$ cat src/hw/cms_pkg.sv
// Package for the charge mode sequencer: states, carriers, timing constants.
// Assumes a single 50 MHz clock domain.
package cms_pkg;

    // Clock and timing
    localparam int unsigned CLK_HZ          = 50_000_000;
    localparam int unsigned SUPPLY_QUAL_MS  = 1000;
    localparam int unsigned SUPPLY_QUAL_CYC = (CLK_HZ / 1000) * SUPPLY_QUAL_MS;
    // 0.8 Hz blink: half period 625 ms
    localparam int unsigned BLINK_HALF_MS   = 625;
    localparam int unsigned BLINK_HALF_CYC  = (CLK_HZ / 1000) * BLINK_HALF_MS;
    localparam int unsigned CNT_W           = 32;

    // Reset values
    localparam logic        PASS_RST  = 1'b0;
    localparam logic        OE_N_RST  = 1'b1;
    // Open-drain pads only ever pull low
    localparam logic        OD_DATA   = 1'b0;

    // Analog level selections (millivolt codes fed to the analog side)
    localparam logic [15:0] TERM_LO_MV  = 16'h1004; // 4100
    localparam logic [15:0] FLOAT_LO_MV = 16'h0F00; // 3840
    localparam logic [15:0] OV_LO_MV    = 16'h10CC; // 4300
    localparam logic [15:0] TERM_HI_MV  = 16'h1068; // 4200
    localparam logic [15:0] FLOAT_HI_MV = 16'h0FFA; // 4090
    localparam logic [15:0] OV_HI_MV    = 16'h1130; // 4400
    localparam logic [15:0] SENSE_FAST_MV  = 16'h01F4; // 500
    localparam logic [15:0] SENSE_BOOST_MV = 16'h0384; // 900

    typedef enum logic [2:0] {
        CMS_RESET,
        CMS_STANDBY,
        CMS_CHARGE,
        CMS_BOOST,
        CMS_FAULT
    } cms_state_t;

    typedef struct packed {
        logic pack_enable;
        logic boost;
        logic charge_int_n;
        logic volt_select;
    } cms_ctrl_t;

    typedef struct packed {
        logic supply_above_start;
        logic supply_below_reset;
        logic over_voltage;
        logic over_current;
    } cms_cmp_t;

    typedef struct packed {
        logic [15:0] term_mv;
        logic [15:0] float_mv;
        logic [15:0] ov_mv;
        logic [15:0] sense_limit_mv;
    } cms_levels_t;

endpackage

$ cat src/hw/cms_sequencer.sv
// Charge mode sequencer: reset hold, standby, charge, boost and fault control.
// Assumes control inputs and comparator results are synchronous to i_clk.
`timescale 1ns/1ps
module cms_sequencer
    import cms_pkg::*;
#(
    parameter int unsigned QUAL_CYC  = cms_pkg::SUPPLY_QUAL_CYC,
    parameter int unsigned BLINK_CYC = cms_pkg::BLINK_HALF_CYC
) (
    // Clock and reset
    input  wire logic                 i_clk,
    input  wire logic                 i_reset_n,
    // Control inputs and comparators
    input  wire cms_pkg::cms_ctrl_t   i_ctrl,
    input  wire cms_pkg::cms_cmp_t    i_cmp,
    // Drive and indicators (indicators open drain, enable low drives)
    output logic                      o_pass_drive_out,
    output logic                      o_status_indicator_a_o,
    output logic                      o_status_indicator_a_oe_n,
    output logic                      o_status_indicator_b_o,
    output logic                      o_status_indicator_b_oe_n,
    // Analog setpoints and state
    output cms_pkg::cms_levels_t      o_levels,
    output cms_pkg::cms_state_t       o_state
);
    import cms_pkg::*;

    cms_ctrl_t   ctrl_q;
    cms_cmp_t    cmp_q;
    cms_state_t  state_q, state_d;
    logic [CNT_W-1:0] qual_q, qual_d;
    logic [CNT_W-1:0] blink_cnt_q, blink_cnt_d;
    logic        blink_q, blink_d;
    logic        pass_q, pass_d;
    logic        ind_oe_a_q, ind_oe_a_d;
    logic        ind_oe_b_q, ind_oe_b_d;
    cms_levels_t lev_q, lev_d;
    logic        ind_dat_q;

    // One stage only: pins are already synchronous to i_clk
    // input registering
    always_ff @(posedge i_clk or negedge i_reset_n) begin
        if (!i_reset_n) begin
            ctrl_q <= '0;
            cmp_q  <= '0;
        end else begin
            ctrl_q <= i_ctrl;
            cmp_q  <= i_cmp;
        end
    end

    always_comb begin
        state_d     = state_q;
        qual_d      = qual_q;
        case (state_q)
            CMS_RESET: begin
                if (!cmp_q.supply_above_start) begin
                    qual_d = '0;
                end else if (qual_q >= CNT_W'(QUAL_CYC - 1)) begin
                    qual_d  = '0;
                    state_d = CMS_STANDBY;
                end else begin
                    qual_d = qual_q + 1'b1;
                end
            end
            CMS_STANDBY: begin
                if (ctrl_q.boost && ctrl_q.charge_int_n) begin
                    state_d = CMS_BOOST;
                end else if (ctrl_q.pack_enable) begin
                    state_d = CMS_CHARGE;
                end
            end
            CMS_CHARGE, CMS_BOOST: begin
                if (cmp_q.over_voltage || cmp_q.over_current) begin
                    state_d = CMS_FAULT;
                end else if (ctrl_q.boost && ctrl_q.charge_int_n) begin
                    state_d = CMS_BOOST;
                end else if (ctrl_q.pack_enable) begin
                    state_d = CMS_CHARGE;
                end else if (!ctrl_q.boost) begin
                    state_d = CMS_STANDBY;
                end
            end
            CMS_FAULT: begin
                if (!ctrl_q.pack_enable) begin
                    state_d = CMS_STANDBY;
                end
            end
            default: state_d = CMS_RESET;
        endcase
        if (state_q != CMS_RESET && cmp_q.supply_below_reset) begin
            state_d = CMS_RESET;
            qual_d  = '0;
        end
    end

    // Sequencer state: reset hold and qualification count
    always_ff @(posedge i_clk or negedge i_reset_n) begin
        if (!i_reset_n) begin
            state_q <= CMS_RESET;
            qual_q  <= '0;
        end else begin
            state_q <= state_d;
            qual_q  <= qual_d;
        end
    end

    // 0.8 Hz blink timer, phase restarts on each fault entry
    always_comb begin
        blink_cnt_d = blink_cnt_q;
        blink_d     = blink_q;
        if (state_q == CMS_FAULT) begin
            if (blink_cnt_q >= CNT_W'(BLINK_CYC - 1)) begin
                blink_cnt_d = '0;
                blink_d     = ~blink_q;
            end else begin
                blink_cnt_d = blink_cnt_q + 1'b1;
            end
        end else begin
            blink_cnt_d = '0;
            blink_d     = 1'b0;
        end
    end

    always_ff @(posedge i_clk or negedge i_reset_n) begin
        if (!i_reset_n) begin
            blink_cnt_q <= '0;
            blink_q     <= 1'b0;
        end else begin
            blink_cnt_q <= blink_cnt_d;
            blink_q     <= blink_d;
        end
    end

    // Outputs are decoded from next state so they leave flops aligned with it
    always_comb begin
        pass_d     = 1'b0;
        ind_oe_a_d = 1'b1;
        ind_oe_b_d = 1'b1;
        case (state_d)
            CMS_RESET: pass_d = 1'b0;
            CMS_STANDBY: pass_d = 1'b0;
            CMS_CHARGE: begin
                pass_d     = ctrl_q.charge_int_n;
                ind_oe_a_d = 1'b0;
            end
            CMS_BOOST: begin
                pass_d     = ctrl_q.charge_int_n;
                ind_oe_a_d = 1'b0;
                ind_oe_b_d = 1'b0;
            end
            CMS_FAULT: begin
                pass_d     = 1'b0;
                ind_oe_a_d = ~blink_d;
                ind_oe_b_d = ~blink_d;
            end
            default: pass_d = 1'b0;
        endcase
        if (!ctrl_q.volt_select) begin
            lev_d.term_mv  = TERM_LO_MV;
            lev_d.float_mv = FLOAT_LO_MV;
            lev_d.ov_mv    = OV_LO_MV;
        end else begin
            lev_d.term_mv  = TERM_HI_MV;
            lev_d.float_mv = FLOAT_HI_MV;
            lev_d.ov_mv    = OV_HI_MV;
        end
        lev_d.sense_limit_mv = (state_d == CMS_BOOST) ? SENSE_BOOST_MV : SENSE_FAST_MV;
    end

    always_ff @(posedge i_clk or negedge i_reset_n) begin
        if (!i_reset_n) begin
            ind_dat_q   <= OD_DATA;
            pass_q      <= PASS_RST;
            ind_oe_a_q  <= OE_N_RST;
            ind_oe_b_q  <= OE_N_RST;
            lev_q       <= {TERM_LO_MV, FLOAT_LO_MV, OV_LO_MV, SENSE_FAST_MV};
        end else begin
            ind_dat_q   <= OD_DATA;
            pass_q      <= pass_d;
            ind_oe_a_q  <= ind_oe_a_d;
            ind_oe_b_q  <= ind_oe_b_d;
            lev_q       <= lev_d;
        end
    end

    assign o_pass_drive_out          = pass_q;
    // Open-drain data sits in a flop too, so every pin leaves a register
    assign o_status_indicator_a_o    = ind_dat_q;
    assign o_status_indicator_a_oe_n = ind_oe_a_q;
    assign o_status_indicator_b_o    = ind_dat_q;
    assign o_status_indicator_b_oe_n = ind_oe_b_q;
    assign o_levels                  = lev_q;
    assign o_state                   = state_q;

endmodule // cms_sequencer

$ cat config.mk
export PLATFORM = sky130hd
export DESIGN_NAME = cms_sequencer
export DESIGN_NICKNAME = d
export VERILOG_FILES = /design/src/hw/cms_pkg.sv /design/src/hw/cms_sequencer.sv
export SDC_FILE = /design/constraint.sdc
export NUM_CORES = 1
export LEC_CHECK = 0
export BUFFER_PORTS_ARGS = -buffer_cell sky130_fd_sc_hd__buf_2
export CORE_UTILIZATION = 52
export CTS_BUF_LIST = sky130_fd_sc_hd__clkbuf_4 sky130_fd_sc_hd__clkbuf_8
export CTS_CLUSTER_SIZE = 30
export DETAILED_ROUTE_END_ITERATION = 8
export GPL_TIMING_DRIVEN = 0
export PLACE_DENSITY = 0.8
export SLEW_MARGIN = 20
export SYNTH_ARGS = -nofsm -noshare
export SYNTH_HDL_FRONTEND = slang
export SYNTH_SLANG_ARGS = --single-unit
export TNS_END_PERCENT = 100
$ cat constraint.sdc
create_clock -name i_clk -period 2 [get_ports i_clk]
set_input_delay 0.2 -clock i_clk [delete_from_list [all_inputs] [get_ports i_clk]]
set_output_delay 0.2 -clock i_clk [all_outputs]
set_load 0.01 [all_outputs]
==> results.md, run 1 <==
- Status: complete, but fails checks
- Violated checks: negative setup slack
- Routed Antenna Nets: 0
- Remaining Overflow, GRT: 0
- Fillers: 575
- Worst hold slack: between 0.3 and 0.4 ns
- Max cap viols: 0
- Crit. End Element: flip-flop
- Die Area: approximately 8800 um^2
- Pwr Total: 3.45 mW
- Number of synthesized flops with an enable pin: 0
- RR Endpoint: qual_q[11]
- Io pins: a little over 80
- Worst EP arrival: between 2 and 2.5 ns
- Clk_lat worst skew: ~0.35 ns
- Syn avg cell area: about 9.7 um^2
- Worst Path Class, Setup: reg2reg
- Most common cell in the synthesized netlist: dfrtp_1
- CTS tree: yes
- Period utilisation layout: 105%
- TritonCTS buffer count: 9
- Sequential Area: 2090 um^2
- Multiplexer share of the synthesized area: 0%
- Share of cells above drive strength 1: between 30 and 40%
- RSZ-0062 raised after global routing: yes
- Register area share after synthesis: between 40 and 50%
- Final instance area: between 5000 and 6000 um^2
- Final TNS setup: -1.19 ns
- Final min period: 2.10 ns
- Clock slew at reported path FFs: 0.09 ns
- Syn Inst Count: between 400 and 500
- Fin util: between 60 and 70%
- Worst R2R Path Depth: 6
- FFs w/ async S/R, synth: 100%
- Met1 Track Usage GR: 29.0%
- Syn-to-layout area delta: 29.3%
- Vias in the first global route: approximately 3.4k
- Dpl cell area: ~4900 um^2
- Main synth FF type: dfrtp_1
- Final Skew: around 0.011 ns
- Nets: roughly 590
- Multi-input logic area: between 2000 and 2500 um^2
- Total track usage: 23.1%
- Clk root buf: clkbuf_8
- WP data required: around 2.2 ns
- Pre-CTS setup slack: -0.365 ns
- Met2 GRT Util: around two fifths
- Synth Area in Compound Gates: about 12%
- H-tree levels: 3
- Post-DP HPWL: 6.27 mm
- Synth area leader: dfrtp_1
- Reg-to-reg startpoint: qual_q[24]
- Mapped Area: between 4000 and 5000 um^2
- Slew HR: 54.7%
- Total clock sinks: between 80 and 90
- Routed length per instance: around 15 um
- Die H: 93.7 um
- Final Hold Fails: 0
- Antenna violations before repair: 0
- Cell total after placement: about 640
- VDD IR max: ~0.00029 V
- Via count: around 3.7k
- Drt initial violations: 293
- Die W: around 94 um
- Pin count of the biggest net entering global routing: 62
- Post-synthesis adder-cell area fraction: less than 1%
- GP Congestion: a little over 0.8
- CTS Buffer Depth: 2
- Slew @ Worst Pin: between 0.6 and 0.7 ns
- Core Box Area: between 8000 and 9000 um^2
- Row cnt: 33
- Top cells by count, synth: dfrtp_1 (79), buf_4 (63), nor2_1 (41)
- DRC: 0
- Xor/xnor share of the synthesized area: under 10%
- Setup crit start kind: flip-flop
- Largest family of logic cells by synthesized area: simple AND/OR/NAND/NOR gates
- IO buf count: 36
- First-pass GRT wire length: 15.8 mm
- Largest cells by area after synthesis: dfrtp_1 (45%), buf_4 (11%), nor2_1 (3.5%), nand2_1 (3.1%), dfstp_2 (2.4%)
- Gr busiest metal: met2
- Drt total wl: between 10 and 15 mm
- Setup-failing EPs final: 24
- Worst R2R Setup Slack: -0.10 ns
- Top-area cell type share of the netlist area: 45.2%
- PwrDens: between 600 and 700 nW/um^2
- CP Max Fanout: 5
- Fmax: 476 MHz
- Simple-Gate Fraction of Synth Area: about 22%
- Hold crit path type: in2async
- Met3 usage: 4.05%
- Fin cells: roughly 690
- N_diodes: 0
- Starting Density: between 50% and 60%
- Final Max Tran Viols: 0
- Final worst slack: -0.101 ns
- Post-synth cell types: 58
- Number of synthesized register bits: 83
- Vias per cell: ~5.4
- P_leak: 2.64 nW
- DRT Pass-1 Iters: 5
- Synth warn: 0
==> final cells by class <==
cell class / count / share of cell area [%]
timing repair buffer: 73 / 9.15
multi-input combinational: 333 / 37.1
clock buffer: 9 / 2.19
inverter: 12 / 0.796
tap: 105 / 2.32
buffer: 70 / 9.68
clock inverter: 7 / 1.77
sequential: 83 / 36.9
==> kinds of logic (layout without fill, tap and decap cells) <==
family,count (synthesis),after routing
buffers and inverters,83,171
other,2,52
adders and majority gates,3,3
and+or+nand+nor,181,181
xor gates and xnor gates,22,22
AOI/OAI and AO/OA,75,75
DFF,83,83
==> where the power goes <==
group / internal (mW) / total, mW / leakage (nW) / switching [mW]
sequential: 1.72 / 1.78 / 1.09 / 0.0593
combinational: 0.169 / 0.329 / 1.44 / 0.160
clock: 0.712 / 1.34 / 0.102 / 0.627
==> state kept, by name (all words and copies together), names as in the netlist <==
| signal | count |
|---|---|
| o_pass_drive_out | 1 |
| blink_cnt_q | 32 |
| qual_q | 32 |
| ctrl_q | 4 |
| o_status_indicator_a_oe_n | 1 |
| cmp_q | 4 |
| blink_q | 1 |
| o_levels | 4 |
| o_state | 3 |
| o_status_indicator_b_oe_n | 1 |
==> placed cells by master, fill, tap and decap left out, drive strengths merged, types with 3 or more instances in the layout <==
cell type | netlist | final
nand2 | 36 | 36
xor2 | 11 | 11
and3 | 6 | 6
inv | 12 | 14
buf | 66 | 131
xnor2 | 11 | 11
clkinvlp | 0 | 3
dlygate4sd3 | 0 | 9
and2 | 11 | 11
nor3 | 15 | 15
nor2 | 41 | 41
and4 | 8 | 8
dfrtp | 79 | 79
a21o | 3 | 3
o211ai | 4 | 4
o311a | 3 | 3
nand2b | 3 | 3
nor4 | 10 | 10
or3 | 9 | 9
clkbuf | 5 | 12
o2111ai | 3 | 3
or4 | 3 | 3
conb | 2 | 52
o21ai | 14 | 14
nand4 | 11 | 11
nand3 | 22 | 22
dfstp | 4 | 4
a31oi | 14 | 14
a22o | 3 | 3
a21oi | 13 | 13
==> worst max-delay path, cell delays in order (launching register included) <==
cell and delay [ns]:
dfrtp_1 0.40, or3_1 0.39, or3_4 0.38, o311ai_4 0.37, buf_4 0.20, o21ai_1 0.08, a22o_1 0.18
==> worst max path at each step <==
stage | from | to | slack [ns] | depth (start not counted)
after floorplan | qual_q[24] | qual_q[25] | -0.02 | 6
after global placement | qual_q[0] | qual_q[25] | -0.34 | 7
after detailed placement | qual_q[0] | qual_q[25] | -0.37 | 7
after CTS | qual_q[24] | qual_q[25] | -0.02 | 6
after global routing | qual_q[21] | qual_q[7] | -0.15 | 6
final | qual_q[24] | qual_q[11] | -0.10 | 6
==> metal layers <==
| layer | vias up | share of wire, % |
|---|---|---|
| met1 | 1770 | 42 |
| met5 | - | 0 |
| met2 | 183 | 49 |
| met4 | 0 | 2.4 |
| met3 | 32 | 7.1 |
| li1 | 1746 | - |
==> timing repair <==
item	CTS	global route
gates resized for setup	22	31
endpoints found under the hold margin	30	0
hold buffers	9	0
setup endpoints to repair	48	47
buffers inserted	18	6
pin swaps	7	9
cloned	1	2
Power figures use the tool's default switching activity.
==> inputs of run 2 (changes only) <==
Settings changed: BUFFER_PORTS_ARGS -buffer_cell sky130_fd_sc_hd__buf_2 to not set, CORE_UTILIZATION 52 to 55, DONT_BUFFER_PORTS set to 1, PLACE_DENSITY 0.8 to 0.75.
==> run 2 against run 1 <==
Compared with the run above: the run ends with negative hold slack, negative setup slack left; first-iteration DRC count down 8.9%; non-clock buffer count down 36; highest routed layer unchanged; largest cell class is now flip-flops and latches; fmax shrank 1.8%; design area fell by 5.0%; power down 5.1%.
==> results.md, run 2 (synthesized netlist as in run 1, its figures left out) <==
- Final TNS setup: -1.83 ns
- Final Max Tran Viols: 0
- Max cap viols: 0
- Commonest non-fill, non-tap cells in the layout: buf_4 (91), dfrtp_1 (71), conb_1 (52)
- Registers with the most flip-flops: blink_cnt_q (32), qual_q (32)
- Combinational power share: 8.1%
- Remaining Overflow, GRT: 0
- CTS tree: yes
- Sw Ratio: 25.2%
- Vias per cell: between 5 and 6
- Row cnt: 32
- Routed Antenna Nets: 0
- Number of cells on the critical path: 6
- Period utilisation layout: 107%
- Pin count of the biggest net entering global routing: between 80 and 90
- Vias in the first global route: roughly 3.1k
- Final min period: about 2.1 ns
- Family with the most delay on the worst path: simple AND/OR/NAND/NOR gates
- Post-DP HPWL: about 6 mm
- Worst Path Buf+Inv: 1
- Crit. End Element: flip-flop
- WP data required: 2.21 ns
- Fmax: 467 MHz
- Antenna violations before repair: 0
- Clk_lat worst skew: approximately 0.36 ns
- Sw Pwr: ~0.8 mW
- Share of cells above drive strength 1: roughly 30%
- Commonest non-fill, non-tap cell in the layout: buf_4
- Io pins: 82
- Setup crit start kind: flip-flop
- DRC: 0
- Die Area: between 8000 and 9000 um^2
- Pwr Total: roughly 3.3 mW
- Nets: 558
- Worst EP arrival: between 2 and 2.5 ns
- VDD IR max: 0.000435 V
- TritonCTS buffer count: 9
- Worst R2R Setup Slack: -0.14 ns
- Slew @ Worst Pin: 0.665 ns
- Worst R2R Path Depth: 6
- Syn-to-layout area delta: 22.8%
- Drt total wl: 9.50 mm
- RSZ-0062 raised after global routing: yes
- Die W: a little over 90 um
- Drt initial violations: 267
- Hold_buf cts: 8
- Starting Density: a little under three fifths
- First-pass GRT wire length: 14.8 mm
- Final Skew: a little under 0.008 ns
- DRT Pass-1 Iters: 4
- Crit path cell chain: or3_1 > or3_4 > o311a_4 > buf_8 > a41oi_2 > a31oi_1
- Total track usage: 22.5%
- Via count: ~3.5k
- H-tree levels: 3
- Routed length per instance: between 10 and 15 um
- Setup-failing EPs final: 23
- CTS Buffer Depth: 2
- Sequential Power Share: between 50% and 60%
- CP Max Fanout: 10
- Hold crit path type: in2async
- Violated checks: negative hold slack, negative setup slack
- IO buf count: 0
- Clock slew at reported path FFs: 0.09 ns
- Worst hold slack: -0.470 ns
- P_leak: ~2.5 nW
- Slowest CP cell: dfrtp_1
- N_diodes: 0
- Final worst slack: -0.140 ns
- Clk pwr share: a little under two fifths
- Final Hold Fails: slightly above 80
- GP Congestion: between 0.8 and 0.9
- Internal power: roughly 2.4 mW
- Clk root buf: clkbuf_8
- Total clock sinks: between 80 and 90
- Worst Path Class, Setup: reg2reg
- CP max stage delay: roughly 0.43 ns
- Die H: between 90 and 100 um
- Core Box Area: about 7700 um^2
- PwrDens: approximately 610 nW/um^2
- Slew HR: between 50% and 60%
- Status: complete, but fails checks
==> run 2: area by class of cell <==
type,instances,area [um^2]
clock buffer,9,124
sequential,83,2090
tap,102,128
fill,554,2350
timing repair buffer,37,302
clock inverter,7,75.1
multi-input combinational,333,2060
inverter,12,45.0
buffer,70,552
==> run 2: timing repair <==
item                                    in CTS  in global routing
pin swaps                                    3                 13
cloned                                       0                  1
setup buffers                               14                 14
hold endpoints to repair                    91                 83
endpoints found under the setup margin      48                 46
gates resized for setup                     18                 31
==> run 2: metal layers <==
metal  global-route usage, %  part of all wire (%)  routed length [um]
met1                    31.1                    45                4250
met2                    36.0                    48                4570
met3                    4.27                   5.8                 554
met4                    7.41                   1.3                 128
met5                       0                     0                   0
==> run 2: path summary, 6_finish.rpt <==
check / startpoint / end
worst max-delay path: qual_q[18] / qual_q[4]
worst min-delay path: i_reset_n / qual_q[28]
worst max register to register: qual_q[18] / qual_q[4]
worst min register to register: ctrl_q[0] / o_levels[53]
max in group asynchronous: i_reset_n / o_status_indicator_a_oe_n
min in group i_clk: i_cmp[2] / cmp_q[2]
==> run 2: power groups by stage <==
stage,registers [mW],logic (mW),clock network (mW)
after floorplan,1.79,0.198,0
final,1.78,0.266,1.23
after global placement,1.80,0.211,0
after CTS,1.78,0.238,1.24
after detailed placement,1.81,0.214,0
after global routing,1.79,0.287,1.31
==> run 2: through the flow <==
step	instance area (um^2)	std cells	utilization, %	hold WS (ns)	setup slack, ns
after floorplan	4590	499	-	-0.0956	-0.0171
after global placement	4720	601	61.1	-0.0941	-0.372
after detailed placement	4720	601	61.1	-0.0943	-0.389
after CTS	5160	638	66.8	-0.481	-0.0605
after global routing	5370	653	69.5	-0.486	-0.196
final	5370	653	69.5	-0.470	-0.140
